$ cat src/include/pap_pkg.sv
// package for the access-side path-control state machine
// assumes a single 50 MHz clock domain and no software registers
package pap_pkg;

	// ========================================
	// clock and timer durations
	localparam int unsigned CLK_MHZ         = 50;
	localparam int unsigned EST_TIME_MS     = 4000;   // establish timer
	localparam int unsigned EST_REP_TIME_MS = 5000;   // establish repeat timer
	localparam int unsigned DISC_TIME_MS    = 2000;   // disconnect timer
	localparam int unsigned ACK_SUP_TIME_MS = 10000;  // ack supervision timer
	localparam int unsigned ACK_RSP_TIME_MS = 5000;   // ack response timer
	localparam int unsigned CYC_PER_MS      = CLK_MHZ * 1000;
	localparam int unsigned TMR_W           = 32;
	localparam int unsigned DISC_MAX_RETRY  = 3;      // third expiry reports error

	// ========================================
	// states, one-hot
	localparam int unsigned ST_W = 8;
	typedef enum logic [ST_W-1:0] {
		state_out_of_service = 8'h01,
		state_idle           = 8'h02,
		state_path_initiated = 8'h04,
		state_path_abort     = 8'h08,
		state_line_info      = 8'h10,
		state_path_active    = 8'h20,
		state_port_blocked   = 8'h40,
		state_disconnect_req = 8'h80
	} pap_state_e;

	// ========================================
	// line-condition codes from the analogue side
	localparam int unsigned LC_W = 3;
	typedef enum logic [LC_W-1:0] {
		lc_none     = 3'h0,
		lc_off_hook = 3'h1,
		lc_on_hook  = 3'h2,
		lc_flash    = 3'h3,
		lc_digit    = 3'h4,
		lc_ring_trip= 3'h5
	} pap_line_cond_e;

endpackage

$ cat src/include/pap_evt_if.sv
`timescale 1ns/10ps
// grouped line events passed from the classifier to the path machine
// assumes classifier and machine share one clock
interface pap_evt_if;
	logic line_seize_event;
	logic line_info_event;
	logic line_hangup_event;
	logic line_signalling_event;
	logic [7:0] cur_state;

	modport classifier (
		output line_seize_event, line_info_event, line_hangup_event, line_signalling_event,
		input  cur_state
	);
	modport machine (
		input  line_seize_event, line_info_event, line_hangup_event, line_signalling_event,
		output cur_state
	);
endinterface // pap_evt_if

$ cat src/hdl/pap_path_fsm.sv
`timescale 1ns/10ps
// path-control state machine of the access-side telephony port
// assumes peer message strobes are single-cycle and on i_ref_clk;
// assumes the line condition input is already synchronous

// Function
// - classify line condition by state into group
// - machine takes only grouped line events
// - export current state to classifier
// - seize in idle: timer, establish, path-initiated
// - hangup in initiated goes abort, else ignored
// - line signal in active: send signal
// - signal sequence error: disconnect, error report
// - received signal: forward, start response timer
// - response timer expiry sends signal ack
// - supervision expiry: error and disconnect
module pap_path_fsm
	import pap_pkg::*;
(
	// clock and reset
	input  wire logic                    i_ref_clk,
	input  wire logic                    i_nrst,
	// line side
	input  wire logic                    i_lc_valid,
	input  wire pap_pkg::pap_line_cond_e i_lc_code,
	// peer messages received
	input  wire logic                    i_rx_establish,
	input  wire logic                    i_rx_establish_ack,
	input  wire logic                    i_rx_signal,
	input  wire logic                    i_rx_signal_bad,
	input  wire logic                    i_rx_disconnect,
	input  wire logic                    i_rx_disconnect_complete,
	// local management
	input  wire logic                    i_port_block,
	input  wire logic                    i_port_unblock,
	input  wire logic                    i_tx_seq_error,
	// messages sent
	output logic                         o_tx_establish,
	output logic                         o_tx_establish_ack,
	output logic                         o_tx_signal,
	output logic                         o_tx_signal_ack,
	output logic                         o_tx_disconnect,
	output logic                         o_tx_disconnect_complete,
	// line and management side
	output logic                         o_line_signal_fwd,
	output logic                         o_bearer_transparent,
	output logic                         o_mgmt_error_report,
	output logic [pap_pkg::ST_W-1:0]     o_state
);
	// ========================================
	// timer limits, in cycles
	localparam logic [TMR_W-1:0] EST_CYC     = TMR_W'(EST_TIME_MS * CYC_PER_MS);
	localparam logic [TMR_W-1:0] EST_REP_CYC = TMR_W'(EST_REP_TIME_MS * CYC_PER_MS);
	localparam logic [TMR_W-1:0] DISC_CYC    = TMR_W'(DISC_TIME_MS * CYC_PER_MS);
	localparam logic [TMR_W-1:0] SUP_CYC     = TMR_W'(ACK_SUP_TIME_MS * CYC_PER_MS);
	localparam logic [TMR_W-1:0] RSP_CYC     = TMR_W'(ACK_RSP_TIME_MS * CYC_PER_MS);

	pap_evt_if evt ();
	pap_state_e state, next_state;

	// ========================================
	// classifier kept apart; it sees our state
	pap_line_classifier u_cls (
		.i_ref_clk (i_ref_clk),
		.i_nrst    (i_nrst),
		.i_lc_valid(i_lc_valid),
		.i_lc_code (i_lc_code),
		.evt       (evt.classifier)
	);
	assign evt.cur_state = state;

	// ========================================
	// timers: one counter for establish/disconnect, two for signal acks
	logic [TMR_W-1:0] est_cnt, sup_cnt, rsp_cnt;
	logic             est_run, sup_run, rsp_run, est_rep;
	logic [1:0]       disc_tries;
	logic             est_done, sup_done, rsp_done;
	assign est_done = est_run && (est_cnt == 1);
	assign sup_done = sup_run && (sup_cnt == 1);
	assign rsp_done = rsp_run && (rsp_cnt == 1);

	// only grouped events reach the transition logic
	logic seize, info, hang, lsig;
	assign seize = evt.line_seize_event;
	assign info  = evt.line_info_event;
	assign hang  = evt.line_hangup_event;
	assign lsig  = evt.line_signalling_event;

	// ========================================
	// transition decode
	logic is_act;
	logic act_sig_err, act_sig_ok, act_rx_bad, act_sup_to;
	logic go_idle_disc, go_disc_req, est_start, est_stop, disc_start;
	assign is_act       = (state == state_path_active);
	assign act_sig_ok   = is_act && lsig && !i_tx_seq_error;
	assign act_sig_err  = is_act && lsig && i_tx_seq_error;
	assign act_rx_bad   = is_act && i_rx_signal && i_rx_signal_bad;
	assign act_sup_to   = is_act && sup_done;
	assign go_idle_disc = i_rx_disconnect && (state == state_path_initiated
	                      || state == state_path_abort || is_act
	                      || state == state_line_info);
	assign go_disc_req  = !go_idle_disc && (act_sig_err || act_rx_bad || act_sup_to
	                      || (state == state_path_abort && i_rx_establish_ack));
	// a block in the same cycle wins, so no establish goes out and no timer is left running
	assign est_start    = (state == state_idle) && (seize || info) && !i_port_block;
	assign est_stop     = go_idle_disc || go_disc_req || i_rx_establish_ack || i_rx_establish;
	assign disc_start   = go_disc_req;

	// next state
	always_comb begin
		next_state = state;
		if (i_port_block) begin
			next_state = state_port_blocked;
		end else if (go_idle_disc) begin
			next_state = state_idle;
		end else if (go_disc_req) begin
			next_state = state_disconnect_req;
		end else begin
			unique case (state)
				state_out_of_service: next_state = state_out_of_service;
				state_idle: begin
					if (seize) next_state = state_path_initiated;
					else if (info) next_state = state_line_info;
					else if (i_rx_establish) next_state = state_path_active;
				end
				state_path_initiated: begin
					if (i_rx_establish_ack || i_rx_establish) next_state = state_path_active;
					else if (hang) next_state = state_path_abort;
					else if (i_rx_disconnect_complete) next_state = state_idle;
				end
				state_path_abort: begin
					if (seize) next_state = state_path_initiated;
					else if (i_rx_establish) next_state = state_path_active;
					else if (i_rx_disconnect_complete || est_done) next_state = state_idle;
				end
				state_line_info: if (i_rx_disconnect_complete) next_state = state_idle;
				state_path_active: if (i_rx_disconnect_complete) next_state = state_idle;
				state_port_blocked: if (i_port_unblock) next_state = state_idle;
				state_disconnect_req: if (i_rx_disconnect || i_rx_disconnect_complete) next_state = state_idle;
				default: next_state = state_idle;
			endcase
		end
	end

	// output decode, registered below
	logic n_est, n_est_ack, n_sig, n_sack, n_disc, n_dcomp, n_fwd, n_err, n_bt;
	assign n_est   = est_start || (est_done && (state == state_path_initiated || state == state_line_info));
	assign n_est_ack = i_rx_establish && (state == state_idle || state == state_path_initiated
	                   || state == state_path_abort);
	assign n_sig   = is_act && lsig;
	assign n_sack  = is_act && rsp_done;
	assign n_disc  = go_disc_req || ((state == state_disconnect_req) && est_done);
	assign n_dcomp = i_rx_disconnect && (state == state_idle || go_idle_disc)
	                 || (state == state_path_abort && est_done) || (i_port_block && state != state_port_blocked
	                 && state != state_idle && state != state_out_of_service);
	assign n_fwd   = (seize && (state == state_idle || state == state_path_abort)) || act_sig_ok
	                 || (is_act && i_rx_signal && !i_rx_signal_bad);
	assign n_err   = act_sig_err || act_rx_bad || act_sup_to
	                 || ((state == state_disconnect_req) && est_done && disc_tries == 2'(DISC_MAX_RETRY - 1));
	assign n_bt    = (next_state == state_path_active);

	// state and outputs
	always_ff @(posedge i_ref_clk or negedge i_nrst) begin
		if (!i_nrst) begin
			state                    <= state_idle;
			o_tx_establish           <= 1'b0;
			o_tx_establish_ack       <= 1'b0;
			o_tx_signal              <= 1'b0;
			o_tx_signal_ack          <= 1'b0;
			o_tx_disconnect          <= 1'b0;
			o_tx_disconnect_complete <= 1'b0;
			o_line_signal_fwd        <= 1'b0;
			o_bearer_transparent     <= 1'b0;
			o_mgmt_error_report      <= 1'b0;
			o_state                  <= ST_W'(state_idle);
		end else begin
			state                    <= next_state;
			o_tx_establish           <= n_est;
			o_tx_establish_ack       <= n_est_ack;
			o_tx_signal              <= n_sig;
			o_tx_signal_ack          <= n_sack;
			o_tx_disconnect          <= n_disc;
			o_tx_disconnect_complete <= n_dcomp;
			o_line_signal_fwd        <= n_fwd;
			o_bearer_transparent     <= n_bt;      // non-transparent outside path active
			o_mgmt_error_report      <= n_err;
			o_state                  <= next_state;
		end
	end

	// establish / disconnect counter; establish repeat period after first expiry, disconnect period reloaded on each expiry
	always_ff @(posedge i_ref_clk or negedge i_nrst) begin
		if (!i_nrst) begin
			est_run <= 1'b0; est_cnt <= '0; est_rep <= 1'b0; disc_tries <= '0;
		end else if (disc_start || (est_done && state == state_disconnect_req)) begin
			est_run <= 1'b1; est_cnt <= DISC_CYC; est_rep <= 1'b0;
			disc_tries <= disc_start ? 2'h0 : disc_tries + 2'h1;
		end else if (est_start) begin
			est_run <= 1'b1; est_cnt <= EST_CYC; est_rep <= 1'b0;
		end else if (est_stop || next_state == state_idle || i_port_block) begin
			est_run <= 1'b0; est_cnt <= '0;
		end else if (est_done) begin
			est_run <= 1'b1; est_cnt <= EST_REP_CYC; est_rep <= 1'b1;
		end else if (est_run) begin
			est_cnt <= est_cnt - TMR_W'(1);
		end
	end

	// supervision timer: started by a sent signal, stopped on leaving active
	always_ff @(posedge i_ref_clk or negedge i_nrst) begin
		if (!i_nrst) begin
			sup_run <= 1'b0; sup_cnt <= '0;
		end else if (next_state != state_path_active || sup_done) begin
			sup_run <= 1'b0; sup_cnt <= '0;
		end else if (act_sig_ok && !sup_run) begin
			sup_run <= 1'b1; sup_cnt <= SUP_CYC;
		end else if (sup_run) begin
			sup_cnt <= sup_cnt - TMR_W'(1);
		end
	end

	// response timer: started by a good received signal if idle
	always_ff @(posedge i_ref_clk or negedge i_nrst) begin
		if (!i_nrst) begin
			rsp_run <= 1'b0; rsp_cnt <= '0;
		end else if (next_state != state_path_active) begin
			rsp_run <= 1'b0; rsp_cnt <= '0;
		end else if (is_act && i_rx_signal && !i_rx_signal_bad && (!rsp_run || rsp_done)) begin
			// expiry stops the timer, so a signal arriving then starts it afresh
			rsp_run <= 1'b1; rsp_cnt <= RSP_CYC;
		end else if (rsp_done) begin
			rsp_run <= 1'b0; rsp_cnt <= '0;
		end else if (rsp_run) begin
			rsp_cnt <= rsp_cnt - TMR_W'(1);
		end
	end

	// ========================================
	// checks
	chk_seize_idle: assert property (@(posedge i_ref_clk) disable iff (!i_nrst)
		(state == state_idle && seize && !i_port_block) |=> (state == state_path_initiated) && o_tx_establish
		&& est_run) else $error("seize in idle mishandled");
	chk_hangup_init: assert property (@(posedge i_ref_clk) disable iff (!i_nrst)
		(state == state_path_initiated && hang && !i_port_block && !i_rx_disconnect && !i_rx_establish_ack
		&& !i_rx_establish) |=> state == state_path_abort) else $error("hangup not to abort");
	chk_signal_send: assert property (@(posedge i_ref_clk) disable iff (!i_nrst)
		act_sig_ok && !i_port_block && !go_idle_disc && !go_disc_req |=> o_tx_signal && o_line_signal_fwd
		&& sup_run && state == state_path_active) else $error("signal send wrong");
	chk_seq_error: assert property (@(posedge i_ref_clk) disable iff (!i_nrst)
		act_sig_err && !i_port_block && !i_rx_disconnect |=> o_tx_disconnect && o_mgmt_error_report
		&& state == state_disconnect_req && !sup_run && !rsp_run) else $error("sequence error wrong");
	chk_rx_signal: assert property (@(posedge i_ref_clk) disable iff (!i_nrst)
		is_act && i_rx_signal && !i_rx_signal_bad && next_state == state_path_active |=> o_line_signal_fwd
		&& rsp_run) else $error("received signal wrong");
	chk_rsp_expire: assert property (@(posedge i_ref_clk) disable iff (!i_nrst)
		is_act && rsp_done |=> o_tx_signal_ack) else $error("no signal ack");
	chk_sup_expire: assert property (@(posedge i_ref_clk) disable iff (!i_nrst)
		is_act && sup_done && !i_port_block && !i_rx_disconnect |=> o_mgmt_error_report && o_tx_disconnect
		&& !rsp_run) else $error("supervision expiry wrong");
	chk_disc_idle: assert property (@(posedge i_ref_clk) disable iff (!i_nrst)
		go_idle_disc && !i_port_block |=> state == state_idle && o_tx_disconnect_complete && !est_run
		&& !sup_run) else $error("disconnect not handled");
	chk_est_ack: assert property (@(posedge i_ref_clk) disable iff (!i_nrst)
		state == state_path_initiated && i_rx_establish_ack && !i_rx_disconnect && !i_port_block
		|=> state == state_path_active && o_bearer_transparent && !est_run) else $error("establish ack wrong");
endmodule // pap_path_fsm

$ cat src/hdl/pap_line_classifier.sv
`timescale 1ns/10ps
// state-dependent grouping of analogue line conditions into events
// assumes line condition strobe is on the same clock as the machine
module pap_line_classifier
	import pap_pkg::*;
(
	// clock and reset
	input  wire logic                 i_ref_clk,
	input  wire logic                 i_nrst,
	// line condition
	input  wire logic                 i_lc_valid,
	input  wire pap_pkg::pap_line_cond_e i_lc_code,
	// to machine
	pap_evt_if.classifier             evt
);
	// ========================================
	// classification
	pap_state_e st;
	logic       is_idle;
	logic       is_init;
	logic       is_abort;
	logic       is_active;
	logic       next_seize;
	logic       next_info;
	logic       next_hang;
	logic       next_sig;

	// state from the machine steers grouping
	assign st        = pap_state_e'(evt.cur_state);
	assign is_idle   = (st == state_idle);
	assign is_init   = (st == state_path_initiated);
	assign is_abort  = (st == state_path_abort);
	assign is_active = (st == state_path_active);
	// at most one group per condition, chosen by state
	assign next_seize = i_lc_valid && (is_idle || is_abort) && (i_lc_code == lc_off_hook);
	assign next_info  = i_lc_valid && is_idle && (i_lc_code == lc_digit);
	assign next_hang  = i_lc_valid && is_init && (i_lc_code == lc_on_hook);
	assign next_sig   = i_lc_valid && !next_seize && !next_info && !next_hang
	                    && (is_active || is_init || is_abort) && (i_lc_code != lc_none);

	// one-cycle event pulses
	always_ff @(posedge i_ref_clk or negedge i_nrst) begin
		if (!i_nrst) begin
			evt.line_seize_event      <= 1'b0;
			evt.line_info_event       <= 1'b0;
			evt.line_hangup_event     <= 1'b0;
			evt.line_signalling_event <= 1'b0;
		end else begin
			evt.line_seize_event      <= next_seize;
			evt.line_info_event       <= next_info;
			evt.line_hangup_event     <= next_hang;
			evt.line_signalling_event <= next_sig;
		end
	end

	chk_one_group: assert property (@(posedge i_ref_clk) disable iff (!i_nrst)
		$onehot0({next_seize, next_info, next_hang, next_sig})) else $error("two event groups at once");
endmodule // pap_line_classifier

$ cat config.mk
export PLATFORM = sky130hd
export DESIGN_NAME = pap_path_fsm
export DESIGN_NICKNAME = d
export VERILOG_FILES = /design/src/include/pap_pkg.sv /design/src/include/pap_evt_if.sv /design/src/hdl/pap_path_fsm.sv /design/src/hdl/pap_line_classifier.sv
export SDC_FILE = /design/constraint.sdc
export NUM_CORES = 1
export LEC_CHECK = 0
export BUFFER_PORTS_ARGS = -buffer_cell sky130_fd_sc_hd__buf_2
export CORE_ASPECT_RATIO = 0.6
export CORE_MARGIN = 2
export CORE_UTILIZATION = 35
export DETAILED_ROUTE_END_ITERATION = 7
export HOLD_SLACK_MARGIN = 0.03
export PLACE_DENSITY = 0.54
export SKIP_CTS_REPAIR_TIMING = 1
export SYNTH_ARGS = -nofsm -noshare
export SYNTH_HDL_FRONTEND = slang
export SYNTH_HIERARCHICAL = 1
export SYNTH_SLANG_ARGS = --single-unit
export TNS_END_PERCENT = 30
$ cat constraint.sdc
create_clock -name i_ref_clk -period 3.2 [get_ports i_ref_clk]
set_clock_uncertainty 0.1 [all_clocks]
set_input_delay 0.64 -clock i_ref_clk [delete_from_list [all_inputs] [get_ports i_ref_clk]]
set_output_delay 0.64 -clock i_ref_clk [all_outputs]
set_load 0.05 [all_outputs]
==> results.sh <==
export IMPL_syn2layout_area_growth_pct=23.6
export IMPL_syn_avg_cell_area_um2=8.72
export IMPL_final_antenna_net_count=0
export IMPL_hold_viol_final=0
export IMPL_grt_max_degree=64
export IMPL_hpwl_mm=15.1
export IMPL_firstDrtPassIters=6
export IMPL_seqPwrFrac_pct=35.4
export IMPL_netlist_top_cells_count="131 x nor2_1, 121 x dfrtp_1, 66 x nand2_1"
export IMPL_netlist_area_leader_share_pct=42.3
export IMPL_critPathCaptureType="flop"
export IMPL_combPwrFrac_pct=20.2
export IMPL_ys_ff_latch=122
export IMPL_synthAdderAreaFrac_pct=1.22
export IMPL_port_buffers=31
export IMPL_hold_class="primary input to async pin"
export IMPL_yosys_cell_types_count=76
export IMPL_fin_setup_tns_ns=0
export IMPL_status="completed"
export IMPL_syn_inst=821
export IMPL_vias=6528
export IMPL_synth_area_leaders="dfrtp_1 42%, nor2_1 6.9%, xnor2_1 3.9%, a21oi_1 3.6%, nand2_1 3.5%"
export IMPL_final_seq_area_um2=3060
export IMPL_slew_viol_final=0
export IMPL_overflow=0
export IMPL_gp_congestion=0.950
export IMPL_finalHoldWorstSlack_ns=0.0863
export IMPL_period_needed_ns=3.05
export IMPL_synth_compound_area_share_pct=14.2
export IMPL_rows=40
export IMPL_cp_data_required_time_ns=3.45
export IMPL_worstPathMaxFanout=11
export IMPL_p_leak_nw=4.17
export IMPL_layout_cells_non_filler=1200
export IMPL_grt_pass1_vias=6111
export IMPL_synth_edf_count=0
export IMPL_grt_total_usage_pct=20.0
export IMPL_power_density_nw_per_um2=516
export IMPL_yosysMostFrequentCell="nor2_1"
export IMPL_critical_path_arrival_ns=3.30
export IMPL_p_switching_mw=1.31
export IMPL_wl_mm=20.7
export IMPL_vias_per_cell=5.44
export IMPL_power_mw=4.57
export IMPL_synth_top_area_cell="dfrtp_1"
export IMPL_wl_per_cell_um=17.3
export IMPL_pwr_share_clk_pct=44.4
export IMPL_root_buffer="clkbuf_16"
export IMPL_drv_cap=0
export IMPL_rsz0062_at_grt="no"
export IMPL_yosysSeqAreaShare_pct=42.7
export IMPL_synth_ff_type="dfrtp_1"
export IMPL_die_area_um2=21700
export IMPL_synth_area_mux_share_pct=0.454
export IMPL_setup_viol=0
export IMPL_critPathKind="flop to flop"
export IMPL_antenna_found_initial=0
export IMPL_switching_share_pct=28.7
export IMPL_die_x_um=189
export IMPL_die_h_um=115
export IMPL_setup_ws_ns=0.152
export IMPL_worstMarginPinSlew_ns=0.633
export IMPL_worstSetupStartpointType="flop"
export IMPL_cts_max_level=4
export IMPL_ir_drop_uv=378
export IMPL_core_area_um2=20000
export IMPL_place_ws_ns=0.000755
export IMPL_clock_latency_ns=0.43
export IMPL_cts_sinks=122
export IMPL_drive_gt1_share_pct=18.9
export IMPL_synth_simple_area_share_pct=31.0
export IMPL_max_slew_margin_rel_pct=57.4
export IMPL_synth_xor_area_share_pct=7.22
export IMPL_start_util_pct=35.8
export IMPL_io_pins=32
export IMPL_fin_crit_sh_pct=95.3
export IMPL_antennaDiodeCount=0
export IMPL_drcViolationCount=0
export IMPL_synth_nets=843
export IMPL_fillers=1982
export IMPL_p_int_mw=3.26
export IMPL_synth_top_family_by_area="simple AND/OR/NAND/NOR gates"
export IMPL_path_clk_slew_ns=0.06
export IMPL_drt_iter0_markers=522
export IMPL_cts_tree="built"
export IMPL_fmax_mhz=328
export IMPL_grt_pass1_wl_mm=33.7
export IMPL_ys_warn_count=6
export IMPL_async_flop_share_pct=100
export IMPL_dp_cells=1166
export IMPL_synthesis_area_um2=7160
export IMPL_cts_made_buffers=17
export IMPL_nets=936
export IMPL_multi_input_area_um2=3940
export IMPL_clock_path_buffers=2
## metal layers
layer  vias to the layer above  GRT usage, %  wire, µm
met4                         0          4.84       204
li1                       3157             -         -
met2                       240          24.5      7470
met5                         -             0         0
met3                        15          6.26      1700
met1                      3116          32.5     11300
## critical path, stage by stage, from the launching register on
cell       delay [ns]
dfrtp_2          0.44
or4b_2           0.72
nor3_1           0.19
o21ai_0          0.16
a2111oi_4        0.37
nand2_1          0.14
a41o_1           0.28
nand2b_1         0.37
nor2_1           0.20
## through the flow
step / cell area (µm²) / utilization, %
final: 8850 / 44.2
after global placement: 8170 / 40.8
after floorplan: 7210 / -
after global routing: 8850 / 44.2
after detailed placement: 8170 / 40.8
after CTS: 8780 / 43.9
## final cells by class
cell class / count / share of cell area [%]
clock buffers: 19 / 4.89
clock inverters: 13 / 1.99
inverters: 23 / 0.975
multi-input cells: 642 / 44.5
flip-flops and latches: 122 / 34.6
well taps: 273 / 3.86
repair buffers: 108 / 9.20
## sequential cells by signal, summed over array words and instances, names as in the netlist, 2 cells and up
name	cells
disc_tries	2
sup_cnt	32
rsp_cnt	32
evt.cur_state	8
est_cnt	32
## cells in the final DEF (no fill, tap or decap), types with 12 or more instances in the layout
master       n
a21oi_1     52
buf_2       30
buf_4       71
clkbuf_16   17
dfrtp_1    115
inv_1       23
nand2_1     66
nand2b_1    14
nand3_1     33
nor2_1     131
nor3_1      49
nor4_1      26
o21ai_0     24
o22a_1      12
xnor2_1     32
xor2_1      27
## final timing paths
path                             startpoint                         end  slack [ns]  depth (start not counted)
max                        evt.cur_state[0]                  sup_cnt[4]        0.15                          8
min in group i_ref_clk         i_lc_code[1]  u_cls/evt.line_seize_event        0.32                          2
min reg2reg                     sup_cnt[28]                 sup_cnt[28]        0.39                          1
min                                  i_nrst                 sup_cnt[10]        0.09                          1
max in group asynchronous            i_nrst            evt.cur_state[1]        2.18                          2
max reg2reg                evt.cur_state[0]                  sup_cnt[4]        0.15                          8
## cell families (layout without fill, tap and decap cells)
kind of cell / after synthesis / count (layout)
flip-flops: 122 / 122
AO/OA/AOI/OAI: 152 / 152
buffers and inverters: 57 / 163
adder cells (fa/ha/maj): 7 / 7
AND/OR/NAND/NOR: 421 / 421
XOR/XNOR: 59 / 59
multiplexers: 3 / 3
## power by group through the flow
stage | combinational, mW | sequential (mW) | clock (mW)
2_1_floorplan | 0.590 | 1.66 | 0
3_3_place_gp | 0.897 | 1.64 | 0
3_5_place_dp | 0.898 | 1.64 | 0
4_1_cts | 0.904 | 1.62 | 2.07
5_1_grt | 1.03 | 1.62 | 2.15
6_report | 0.921 | 1.62 | 2.03
Note: power is estimated with default switching activity, not from simulation.
